`src/inc/rfwk_pkg.sv`:
```
// Constants, register map and helpers for the receiver wake control block
package rfwk_pkg;
  localparam int CLK_MHZ = 40;
  localparam int PRESCALE_DIV = 256;
  localparam logic [7:0] PRESCALE_LAST = 8'hFF;
  localparam logic [7:0] WAKE_TERM = 8'h80;
  localparam int BOOST_TIME_US = 10000;
  localparam int BOOST_CYC = BOOST_TIME_US * CLK_MHZ;
  localparam int BOOST_W = 20;
  localparam logic [15:0] BW_BASE_HZ = 16'h0271;
  localparam logic [7:0] OFS_CTRL = 8'h00;
  localparam logic [7:0] OFS_STATUS = 8'h04;
  localparam logic [7:0] OFS_BW = 8'h08;
  localparam logic [7:0] OFS_IRQ_STAT = 8'h0C;
  localparam logic [7:0] OFS_IRQ_EN = 8'h10;
  localparam logic [7:0] OFS_IRQ_CLR = 8'h14;
  localparam int CTRL_SEL_LOW = 0;
  localparam int CTRL_SEL_HIGH = 1;
  localparam int CTRL_SWEEP = 2;
  localparam int CTRL_SHUT = 3;
  localparam logic [3:0] CTRL_RST = 4'hF;
  localparam int ST_WAKE = 0;
  localparam int ST_FIXED = 3;
  localparam int ST_BOOST = 4;
  localparam int ST_RXEN = 5;
  localparam int ST_CNT_LSB = 8;
  localparam int IRQ_N = 3;
  localparam int IRQ_WAKE_ON = 0;
  localparam int IRQ_WAKE_OFF = 1;
  localparam int IRQ_BOOST_END = 2;
  localparam logic [1:0] RESP_OKAY = 2'h0;
  localparam logic [1:0] RESP_SLVERR = 2'h2;

  typedef enum logic [0:0] {
    RFWK_SWEEP_type_dummy = 1'b0
  } rfwk_unused_type;

  // Binary-weighted filter steps; fixed mode sits one step above sweep
  function automatic logic [15:0] bw_hz(input logic sel_low, input logic sel_high,
                                        input logic sweep);
    logic [2:0] shift;
    shift = {1'b0, sel_high, sel_low} + {2'h0, ~sweep};
    bw_hz = BW_BASE_HZ << shift;
  endfunction
endpackage

```
`src/hw/rfwk_prescaler.sv`:
```
// Divide-by-256 tick generator for the wake qualification clock
`timescale 1ns/1ps
`default_nettype none
module rfwk_prescaler (
  input wire logic sys_clk_i,
  input wire logic rstn_i,
  input wire logic clr_i,
  output logic tick_o
);
  logic [7:0] div_r;
  logic [7:0] div_nxt;

  assign div_nxt = clr_i ? 8'h00 : div_r + 8'h01;
  assign tick_o = !clr_i && (div_r == rfwk_pkg::PRESCALE_LAST);

  always_ff @(posedge sys_clk_i or negedge rstn_i) begin
    if (!rstn_i) begin
      div_r <= 8'h00;
    end else begin
      div_r <= div_nxt;
    end
  end
endmodule // rfwk_prescaler
`default_nettype wire

```
`src/hw/rfwk_wake_qual.sv`:
```
// Carrier qualification counter driving the wake flag
`timescale 1ns/1ps
`default_nettype none
module rfwk_wake_qual (
  input wire logic sys_clk_i,
  input wire logic rstn_i,
  input wire logic clr_i,
  input wire logic tick_i,
  input wire logic carrier_i,
  output logic [7:0] count_o,
  output logic wake_o
);
  logic [7:0] cnt_r;
  logic [7:0] cnt_nxt;
  logic wake_r;
  wire logic at_term = (cnt_r == rfwk_pkg::WAKE_TERM);

  // Carrier loss clears at once; a full count holds rather than wrapping
  assign cnt_nxt = (clr_i || !carrier_i) ? 8'h00 :
                   (tick_i && !at_term) ? cnt_r + 8'h01 : cnt_r;

  always_ff @(posedge sys_clk_i or negedge rstn_i) begin
    if (!rstn_i) begin
      cnt_r <= 8'h00;
      wake_r <= 1'b0;
    end else begin
      cnt_r <= cnt_nxt;
      wake_r <= (cnt_nxt == rfwk_pkg::WAKE_TERM);
    end
  end

  assign count_o = cnt_r;
  assign wake_o = wake_r;
endmodule // rfwk_wake_qual
`default_nettype wire

```
`src/hw/rfwk_top.sv`:
```
// Receiver wake control: bandwidth select, shutdown, wake flag, AGC boost, AXI4-Lite
// Notes on behaviour
// - Select pair picks one of four bandwidths
// - Select map binary weighted; fixed doubles sweep
// - Shutdown high stops reception, low power
// - Shutdown defaults high when not driven
// - Wake output goes low on constant carrier
// - No wake detection or assertion in shutdown
// - Wake only after 128 system ticks of carrier
// - System tick is reference clock over 256
// - Carrier loss clears counter; restart from zero
// - Wake stays low while carrier remains
// - Data output ungated, toggles with noise
// - Control inputs read high when unconnected
// - Boost AGC currents about 10 ms after release
`timescale 1ns/1ps
`default_nettype none
module rfwk_top #(
  parameter int BOOST_CYCLES = rfwk_pkg::BOOST_CYC
) (
  input wire logic sys_clk_i,
  input wire logic rstn_i,
  input wire logic [7:0] s_axi_awaddr,
  input wire logic s_axi_awvalid,
  output logic s_axi_awready,
  input wire logic [31:0] s_axi_wdata,
  input wire logic [3:0] s_axi_wstrb,
  input wire logic s_axi_wvalid,
  output logic s_axi_wready,
  output logic [1:0] s_axi_bresp,
  output logic s_axi_bvalid,
  input wire logic s_axi_bready,
  input wire logic [7:0] s_axi_araddr,
  input wire logic s_axi_arvalid,
  output logic s_axi_arready,
  output logic [31:0] s_axi_rdata,
  output logic [1:0] s_axi_rresp,
  output logic s_axi_rvalid,
  input wire logic s_axi_rready,
  input wire logic carrier_det_i,
  input wire logic demod_data_i,
  output logic data_o,
  output logic carrier_wake_n_o,
  output logic rx_enable_o,
  output logic agc_boost_o,
  output logic [15:0] bw_hz_o,
  output logic irq_o
);
  localparam int BOOST_W_L = rfwk_pkg::BOOST_W;
  localparam logic [BOOST_W_L-1:0] BOOST_LOAD = BOOST_W_L'(BOOST_CYCLES);
  logic [3:0] ctrl_r;
  logic aw_got_r;
  logic w_got_r;
  logic [7:0] awaddr_r;
  logic [31:0] wdata_r;
  logic wstrb0_r;
  logic bvalid_r;
  logic [1:0] bresp_r;
  logic rvalid_r;
  logic [31:0] rdata_r;
  logic [1:0] rresp_r;
  logic [BOOST_W_L-1:0] boost_r;
  logic shut_q_r;
  logic wake_q_r;
  logic [rfwk_pkg::IRQ_N-1:0] irq_stat_r;
  logic [rfwk_pkg::IRQ_N-1:0] irq_en_r;
  logic data_r;
  logic [15:0] bw_r;

  wire logic shut = ctrl_r[rfwk_pkg::CTRL_SHUT];
  wire logic tick;
  wire logic wake;
  wire logic [7:0] qual_cnt;

  // Prescaler and counter are held clear throughout shutdown
  rfwk_prescaler u_pre (
    .sys_clk_i(sys_clk_i),
    .rstn_i(rstn_i),
    .clr_i(shut),
    .tick_o(tick)
  );

  rfwk_wake_qual u_qual (
    .sys_clk_i(sys_clk_i),
    .rstn_i(rstn_i),
    .clr_i(shut),
    .tick_i(tick),
    .carrier_i(carrier_det_i),
    .count_o(qual_cnt),
    .wake_o(wake)
  );

  // Write path: address and data may arrive in either order
  wire logic aw_take = s_axi_awvalid && s_axi_awready;
  wire logic w_take = s_axi_wvalid && s_axi_wready;
  wire logic aw_have = aw_got_r || aw_take;
  wire logic w_have = w_got_r || w_take;
  wire logic do_wr = aw_have && w_have && !bvalid_r;
  wire logic [7:0] wr_addr = aw_got_r ? awaddr_r : s_axi_awaddr;
  wire logic [31:0] wr_data = w_got_r ? wdata_r : s_axi_wdata;
  wire logic wr_lane0 = w_got_r ? wstrb0_r : s_axi_wstrb[0];
  wire logic wr_ctrl = do_wr && wr_lane0 && (wr_addr == rfwk_pkg::OFS_CTRL);
  wire logic wr_en = do_wr && wr_lane0 && (wr_addr == rfwk_pkg::OFS_IRQ_EN);
  wire logic wr_clr = do_wr && wr_lane0 && (wr_addr == rfwk_pkg::OFS_IRQ_CLR);
  wire logic wr_ok = (wr_addr == rfwk_pkg::OFS_CTRL) || (wr_addr == rfwk_pkg::OFS_IRQ_EN) ||
                     (wr_addr == rfwk_pkg::OFS_IRQ_CLR);

  assign s_axi_awready = !aw_got_r && !bvalid_r;
  assign s_axi_wready = !w_got_r && !bvalid_r;
  assign s_axi_bvalid = bvalid_r;
  assign s_axi_bresp = bresp_r;

  always_ff @(posedge sys_clk_i or negedge rstn_i) begin
    if (!rstn_i) begin
      aw_got_r <= 1'b0;
      w_got_r <= 1'b0;
      awaddr_r <= 8'h00;
      wdata_r <= 32'h0000_0000;
      wstrb0_r <= 1'b0;
      bvalid_r <= 1'b0;
      bresp_r <= rfwk_pkg::RESP_OKAY;
    end else begin
      if (aw_take) begin
        awaddr_r <= s_axi_awaddr;
      end
      if (w_take) begin
        wdata_r <= s_axi_wdata;
        wstrb0_r <= s_axi_wstrb[0];
      end
      aw_got_r <= aw_have && !do_wr;
      w_got_r <= w_have && !do_wr;
      if (do_wr) begin
        bvalid_r <= 1'b1;
        bresp_r <= wr_ok ? rfwk_pkg::RESP_OKAY : rfwk_pkg::RESP_SLVERR;
      end else if (s_axi_bready) begin
        bvalid_r <= 1'b0;
      end
    end
  end

  // Control bits reset high, as a floating pin would read
  always_ff @(posedge sys_clk_i or negedge rstn_i) begin
    if (!rstn_i) begin
      ctrl_r <= rfwk_pkg::CTRL_RST;
    end else if (wr_ctrl) begin
      ctrl_r <= wr_data[3:0];
    end
  end

  // Bandwidth decode, registered for a glitch-free filter setting
  wire logic [15:0] bw_sel = rfwk_pkg::bw_hz(ctrl_r[rfwk_pkg::CTRL_SEL_LOW],
    ctrl_r[rfwk_pkg::CTRL_SEL_HIGH], ctrl_r[rfwk_pkg::CTRL_SWEEP]);

  // Boost restarts on every release so each poll window recovers the AGC
  wire logic shut_rel = shut_q_r && !shut;
  wire logic [BOOST_W_L-1:0] boost_nxt = shut ? '0 : shut_rel ? BOOST_LOAD :
    (boost_r != '0) ? boost_r - BOOST_W_L'(1) : boost_r;
  wire logic boost_end = (boost_r == BOOST_W_L'(1)) && !shut_rel && !shut;

  wire logic [rfwk_pkg::IRQ_N-1:0] irq_ev = {boost_end, wake_q_r && !wake, !wake_q_r && wake};
  wire logic [rfwk_pkg::IRQ_N-1:0] irq_stat_nxt =
    irq_ev | (irq_stat_r & ~(wr_clr ? wr_data[rfwk_pkg::IRQ_N-1:0] : '0));

  always_ff @(posedge sys_clk_i or negedge rstn_i) begin
    if (!rstn_i) begin
      bw_r <= 16'h0000;
      boost_r <= '0;
      shut_q_r <= 1'b1;
      wake_q_r <= 1'b0;
      irq_stat_r <= '0;
      irq_en_r <= '0;
      data_r <= 1'b0;
    end else begin
      bw_r <= bw_sel;
      boost_r <= boost_nxt;
      shut_q_r <= shut;
      wake_q_r <= wake;
      irq_stat_r <= irq_stat_nxt;
      if (wr_en) begin
        irq_en_r <= wr_data[rfwk_pkg::IRQ_N-1:0];
      end
      data_r <= demod_data_i;
    end
  end

  assign bw_hz_o = bw_r;
  assign agc_boost_o = (boost_r != '0);
  assign rx_enable_o = !shut;
  assign carrier_wake_n_o = !wake;
  assign data_o = data_r;
  assign irq_o = |(irq_stat_r & irq_en_r);

  // Read path
  wire logic [31:0] status_word = {16'h0000, qual_cnt, 2'h0, !shut, agc_boost_o,
    !ctrl_r[rfwk_pkg::CTRL_SWEEP], ctrl_r[rfwk_pkg::CTRL_SEL_HIGH],
    ctrl_r[rfwk_pkg::CTRL_SEL_LOW], wake};
  wire logic rd_ctrl = (s_axi_araddr == rfwk_pkg::OFS_CTRL);
  wire logic rd_stat = (s_axi_araddr == rfwk_pkg::OFS_STATUS);
  wire logic rd_bw = (s_axi_araddr == rfwk_pkg::OFS_BW);
  wire logic rd_ist = (s_axi_araddr == rfwk_pkg::OFS_IRQ_STAT);
  wire logic rd_ien = (s_axi_araddr == rfwk_pkg::OFS_IRQ_EN);
  wire logic rd_ok = rd_ctrl || rd_stat || rd_bw || rd_ist || rd_ien;
  wire logic [31:0] rd_word = rd_ctrl ? {28'h0000000, ctrl_r} :
                              rd_stat ? status_word :
                              rd_bw ? {16'h0000, bw_r} :
                              rd_ist ? {29'h0, irq_stat_r} :
                              rd_ien ? {29'h0, irq_en_r} : 32'h0000_0000;

  assign s_axi_arready = !rvalid_r;
  assign s_axi_rvalid = rvalid_r;
  assign s_axi_rdata = rdata_r;
  assign s_axi_rresp = rresp_r;

  always_ff @(posedge sys_clk_i or negedge rstn_i) begin
    if (!rstn_i) begin
      rvalid_r <= 1'b0;
      rdata_r <= 32'h0000_0000;
      rresp_r <= rfwk_pkg::RESP_OKAY;
    end else if (s_axi_arvalid && !rvalid_r) begin
      rvalid_r <= 1'b1;
      rdata_r <= rd_word;
      rresp_r <= rd_ok ? rfwk_pkg::RESP_OKAY : rfwk_pkg::RESP_SLVERR;
    end else if (s_axi_rready) begin
      rvalid_r <= 1'b0;
    end
  end
endmodule // rfwk_top
`default_nettype wire

```
`config.mk`:
```
export PLATFORM = sky130hd
export DESIGN_NAME = rfwk_top
export DESIGN_NICKNAME = d
export VERILOG_FILES = /design/src/inc/rfwk_pkg.sv /design/src/hw/rfwk_prescaler.sv /design/src/hw/rfwk_wake_qual.sv /design/src/hw/rfwk_top.sv
export SDC_FILE = /design/constraint.sdc
export NUM_CORES = 1
export LEC_CHECK = 0
export BUFFER_PORTS_ARGS = -buffer_cell sky130_fd_sc_hd__buf_2
export CAP_MARGIN = 20
export CORE_UTILIZATION = 48
export CTS_CLUSTER_DIAMETER = 100
export CTS_CLUSTER_SIZE = 10
export DETAILED_ROUTE_END_ITERATION = 16
export GPL_ROUTABILITY_DRIVEN = 0
export HOLD_SLACK_MARGIN = 0.12
export PLACE_DENSITY = 0.88
export SETUP_SLACK_MARGIN = 0.05
export SYNTH_ARGS = -nofsm -noshare
export SYNTH_HDL_FRONTEND = slang
export SYNTH_SLANG_ARGS = --single-unit
```
`constraint.sdc`:
```
create_clock -name sys_clk_i -period 2.2 [get_ports sys_clk_i]
set_clock_uncertainty 0.1 [all_clocks]
set_input_delay 0.44 -clock sys_clk_i [delete_from_list [all_inputs] [get_ports sys_clk_i]]
set_output_delay 0.44 -clock sys_clk_i [all_outputs]
set_load 0.01 [all_outputs]
```
==> reports/summary.txt <==
Ys async rst share: 1.00
FMAX: 383 MHz
Worst reg2reg path depth: 7
Failing checks: negative setup slack
Worst-path clk slew: 0.10 ns
Post-Place Setup Slack: -0.134 ns
Number of nets still failing antenna checks after routing: 0
Core area: 10200 um2
Drt pass-1 iters: 7
Clock share of power: 0.195
DIE AREA: 10900 um2
Post-Syn Instances: 496
Delay of the slowest cell on the worst path: 0.54 ns
Routed WL per cell: 16.4 um
Endpoints failing setup: 9
Main synth FF type: dfrtp_1
Post-synthesis adder-cell area fraction: 0.0362
Worst Tran Pin Value: 0.729 ns
Hpwl dp: 8500 um
Crit-path cells: or4_4, or3_4, nand4b_4, buf_6
Detailed Route Iter0 Violations: 515
Net Switching: 1.86 mW
Max Root-Sink Buffers: 2
Via count: 4230
Max-slew headroom: 0.513
Post-synthesis simple-gate area fraction: 0.186
Multi-input logic area: 2390 um2
Area occupied by registers: 2530 um2
Io pins: 123
Yosys reg bits: 101
Die width: 104 um
Post-synthesis sequential area ratio: 0.503
Worst path top cell family by delay: simple AND/OR/NAND/NOR gates
# H-tree levels: 3
Main combinational cell family by area after synthesis: simple AND/OR/NAND/NOR gates
Compound-Gate Fraction of Synth Area: 0.103
Hold path depth: 2
CTS root buf: clkbuf_8
Largest net degree at the start of global routing: 41
Antenna cells: 0
WP data arrival: 2.07 ns
Vias in the first global route: 4032
Status: finished with violations
Global-route usage over all layers: 0.224
Fin crit share: 1.19
Die Ht: 104 um
CP Class: reg -> out
Commonest non-fill, non-tap cells in the layout: dfrtp_1, nor2_1, buf_2
Antenna violations before repair: 0
Mapped Area: 5040 um2
Vias per cell: 5.62
RSZ-0062 raised after global routing: true
Hold endpoint: s_axi_rvalid
Pleak: 2.88 nW
Setup ws final: -0.410 ns
CP max stage cell: or4_4
Worst R2R Start: boost_r[9]
Net Sw Frac: 0.345
First-pass GRT wire length: 19500 um
Max-slew violation count: 0
CTS tree: done
Drt total wl: 12300 um
Stages on worst setup path: 4
Combinational Power Share: 0.365
Overflow after GRT: 0
Internal reg-to-reg setup slack: -0.15 ns
Max-cap violations: 0
Total design power: 5.38 mW
Clock sink count: 101
Clock buffer count from CTS: 9
Multiplexer area fraction after synthesis: 0.0645
NumNets Final: 687
Tmin final: 2.61 ns
Number of flops mapped to enable cells by yosys: 0
Total of fill cells in the finished design: 745
Std-Cell Rows: 37
Hold Vio Cnt, Final: 0
Hold_sp: s_axi_rready
Post-Syn Area per Cell: 10.2 um2
Min-Delay Path Class: in -> reg
Initial core utilization: 0.493
CP Max Fanout: 2
Post-synth cell types: 56
Maximum VDD drop: 0.686 mV
Reg2reg end: boost_r[9]
P&R area growth vs syn: 22.9%
Buf/Inv on CP: 1
Cell internal pwr: 3.52 mW
Remaining DRCs: 0
Layout cell share with drive strength beyond 1: 0.314
PwrDens: 869 nW/um2
CP Capture Type: primary output
Synth warnings: 0
Sequential power share: 0.440
Leading cell type in the layout, fill and taps excluded: dfrtp_1
Critical path startpoint category: flip-flop
Worst EP required: 1.66 ns
Xor-xnor portion of the synthesized cell area: 0.0452
Worst skew pair latency: 0.38 ns
Port Buf Inserts: 73
-- state kept, by name, summed over array words and instances, names as in the netlist, 3 cells and up --
register and flops:
ctrl_r 4, boost_r 20, u_pre.div_r 8, irq_stat_r 3, u_qual.count_o 8, s_axi_rdata 16, awaddr_r 8, bw_hz_o 16
wdata_r 4, irq_en_r 3
-- power by group through the flow --
stage          combinational, mW  sequential [mW]  clock, mW
2_1_floorplan               1.05             2.39          0
3_3_place_gp                1.62             2.37          0
3_5_place_dp                1.69             2.40          0
4_1_cts                     1.81             2.36       1.05
5_1_grt                     2.11             2.40       1.12
6_report                    1.96             2.37       1.05
-- cells by family after synthesis --
family	count (synthesis)
XOR/XNOR	26
other	1
flip-flops	101
adder cells (fa/ha/maj)	14
buffers and inverters	62
multiplexers	30
AO/OA/AOI/OAI	76
AND/OR/NAND/NOR	186
-- through the flow --
stage	area, um2	TNS (ns)	cells	utilization	hold WS (ns)
2_1_floorplan	5130	-0.0508	513	-	0.0444
3_3_place_gp	5810	-0.785	725	0.567	0.339
3_5_place_dp	5810	-1.41	725	0.567	0.335
4_1_cts	6050	-0.855	746	0.591	0.130
5_1_grt	6190	-1.72	753	0.605	0.130
6_report	6190	-1.09	753	0.605	0.134
-- worst register-to-register path: cells and delay by family, from the launching register on --
family,cells,cell delay [ns]
simple gates,2,0.93
flops,1,0.40
compound gates,2,0.31
buf+inv,2,0.29
xor+xnor,1,0.20
-- layout make-up --
cell class	instances	share of cell area
flip-flops and latches	101	0.409
multi-input cells	350	0.386
repair buffers	126	0.137
well taps	136	0.0275
clock buffers	12	0.0218
inverters	24	0.0145
clock inverters	4	0.00404
-- worst max-delay path by stage --
| stage | startpoint | to | slack [ns] |
|---|---|---|---|
| 5_1_grt | boost_r[9] | agc_boost_o | -0.45 |
| 3_3_place_gp | s_axi_awaddr[0] | irq_en_r[0] | -0.11 |
| 2_1_floorplan | boost_r[8] | s_axi_rdata[4] | -0.04 |
| 6_report | boost_r[9] | agc_boost_o | -0.41 |
| 3_5_place_dp | s_axi_awaddr[0] | irq_en_r[1] | -0.13 |
| 4_1_cts | boost_r[4] | agc_boost_o | -0.40 |
-- cell usage after synthesis, drive strengths merged (4+ instances only) --
master	count	area share
buf	20	0.030
o21ai	18	0.018
inv	24	0.018
clkbuf	18	0.013
a31oi	4	0.0050
o31ai	6	0.0089
nor2b	10	0.012
nor4	8	0.0099
a221oi	10	0.019
nor2	78	0.058
dfrtp	96	0.48
or4	7	0.012
xor2	15	0.026
xnor2	11	0.019
o211ai	5	0.0074
ha	13	0.032
a21oi	14	0.014
and2	6	0.0074
nand2	25	0.019
mux2	20	0.045
mux2i	10	0.020
dfstp	5	0.026
nand4	9	0.011
or3	5	0.0072
nor3	14	0.016
nand3	12	0.012
-- metal layers --
layer  global-route usage  part of all wire  wire length [um]  up-vias
li1                     -                 -                 -     1925
met4                0.104             0.035               434        0
met2                0.371              0.50              6120      224
met5                    0                 0                 0        -
met1                0.280              0.40              4970     2041
met3               0.0470             0.065               796       40
-- repair_timing --
action                                  CTS  global route
pin swaps                                18            11
setup buffers                             3             7
hold endpoints to repair                 38             0
hold buffers                              2             0
gates resized for setup                  13            19
gates cloned                              0             0
endpoints found under the setup margin   13            26
Note: power is estimated with default switching activity, not from simulation.
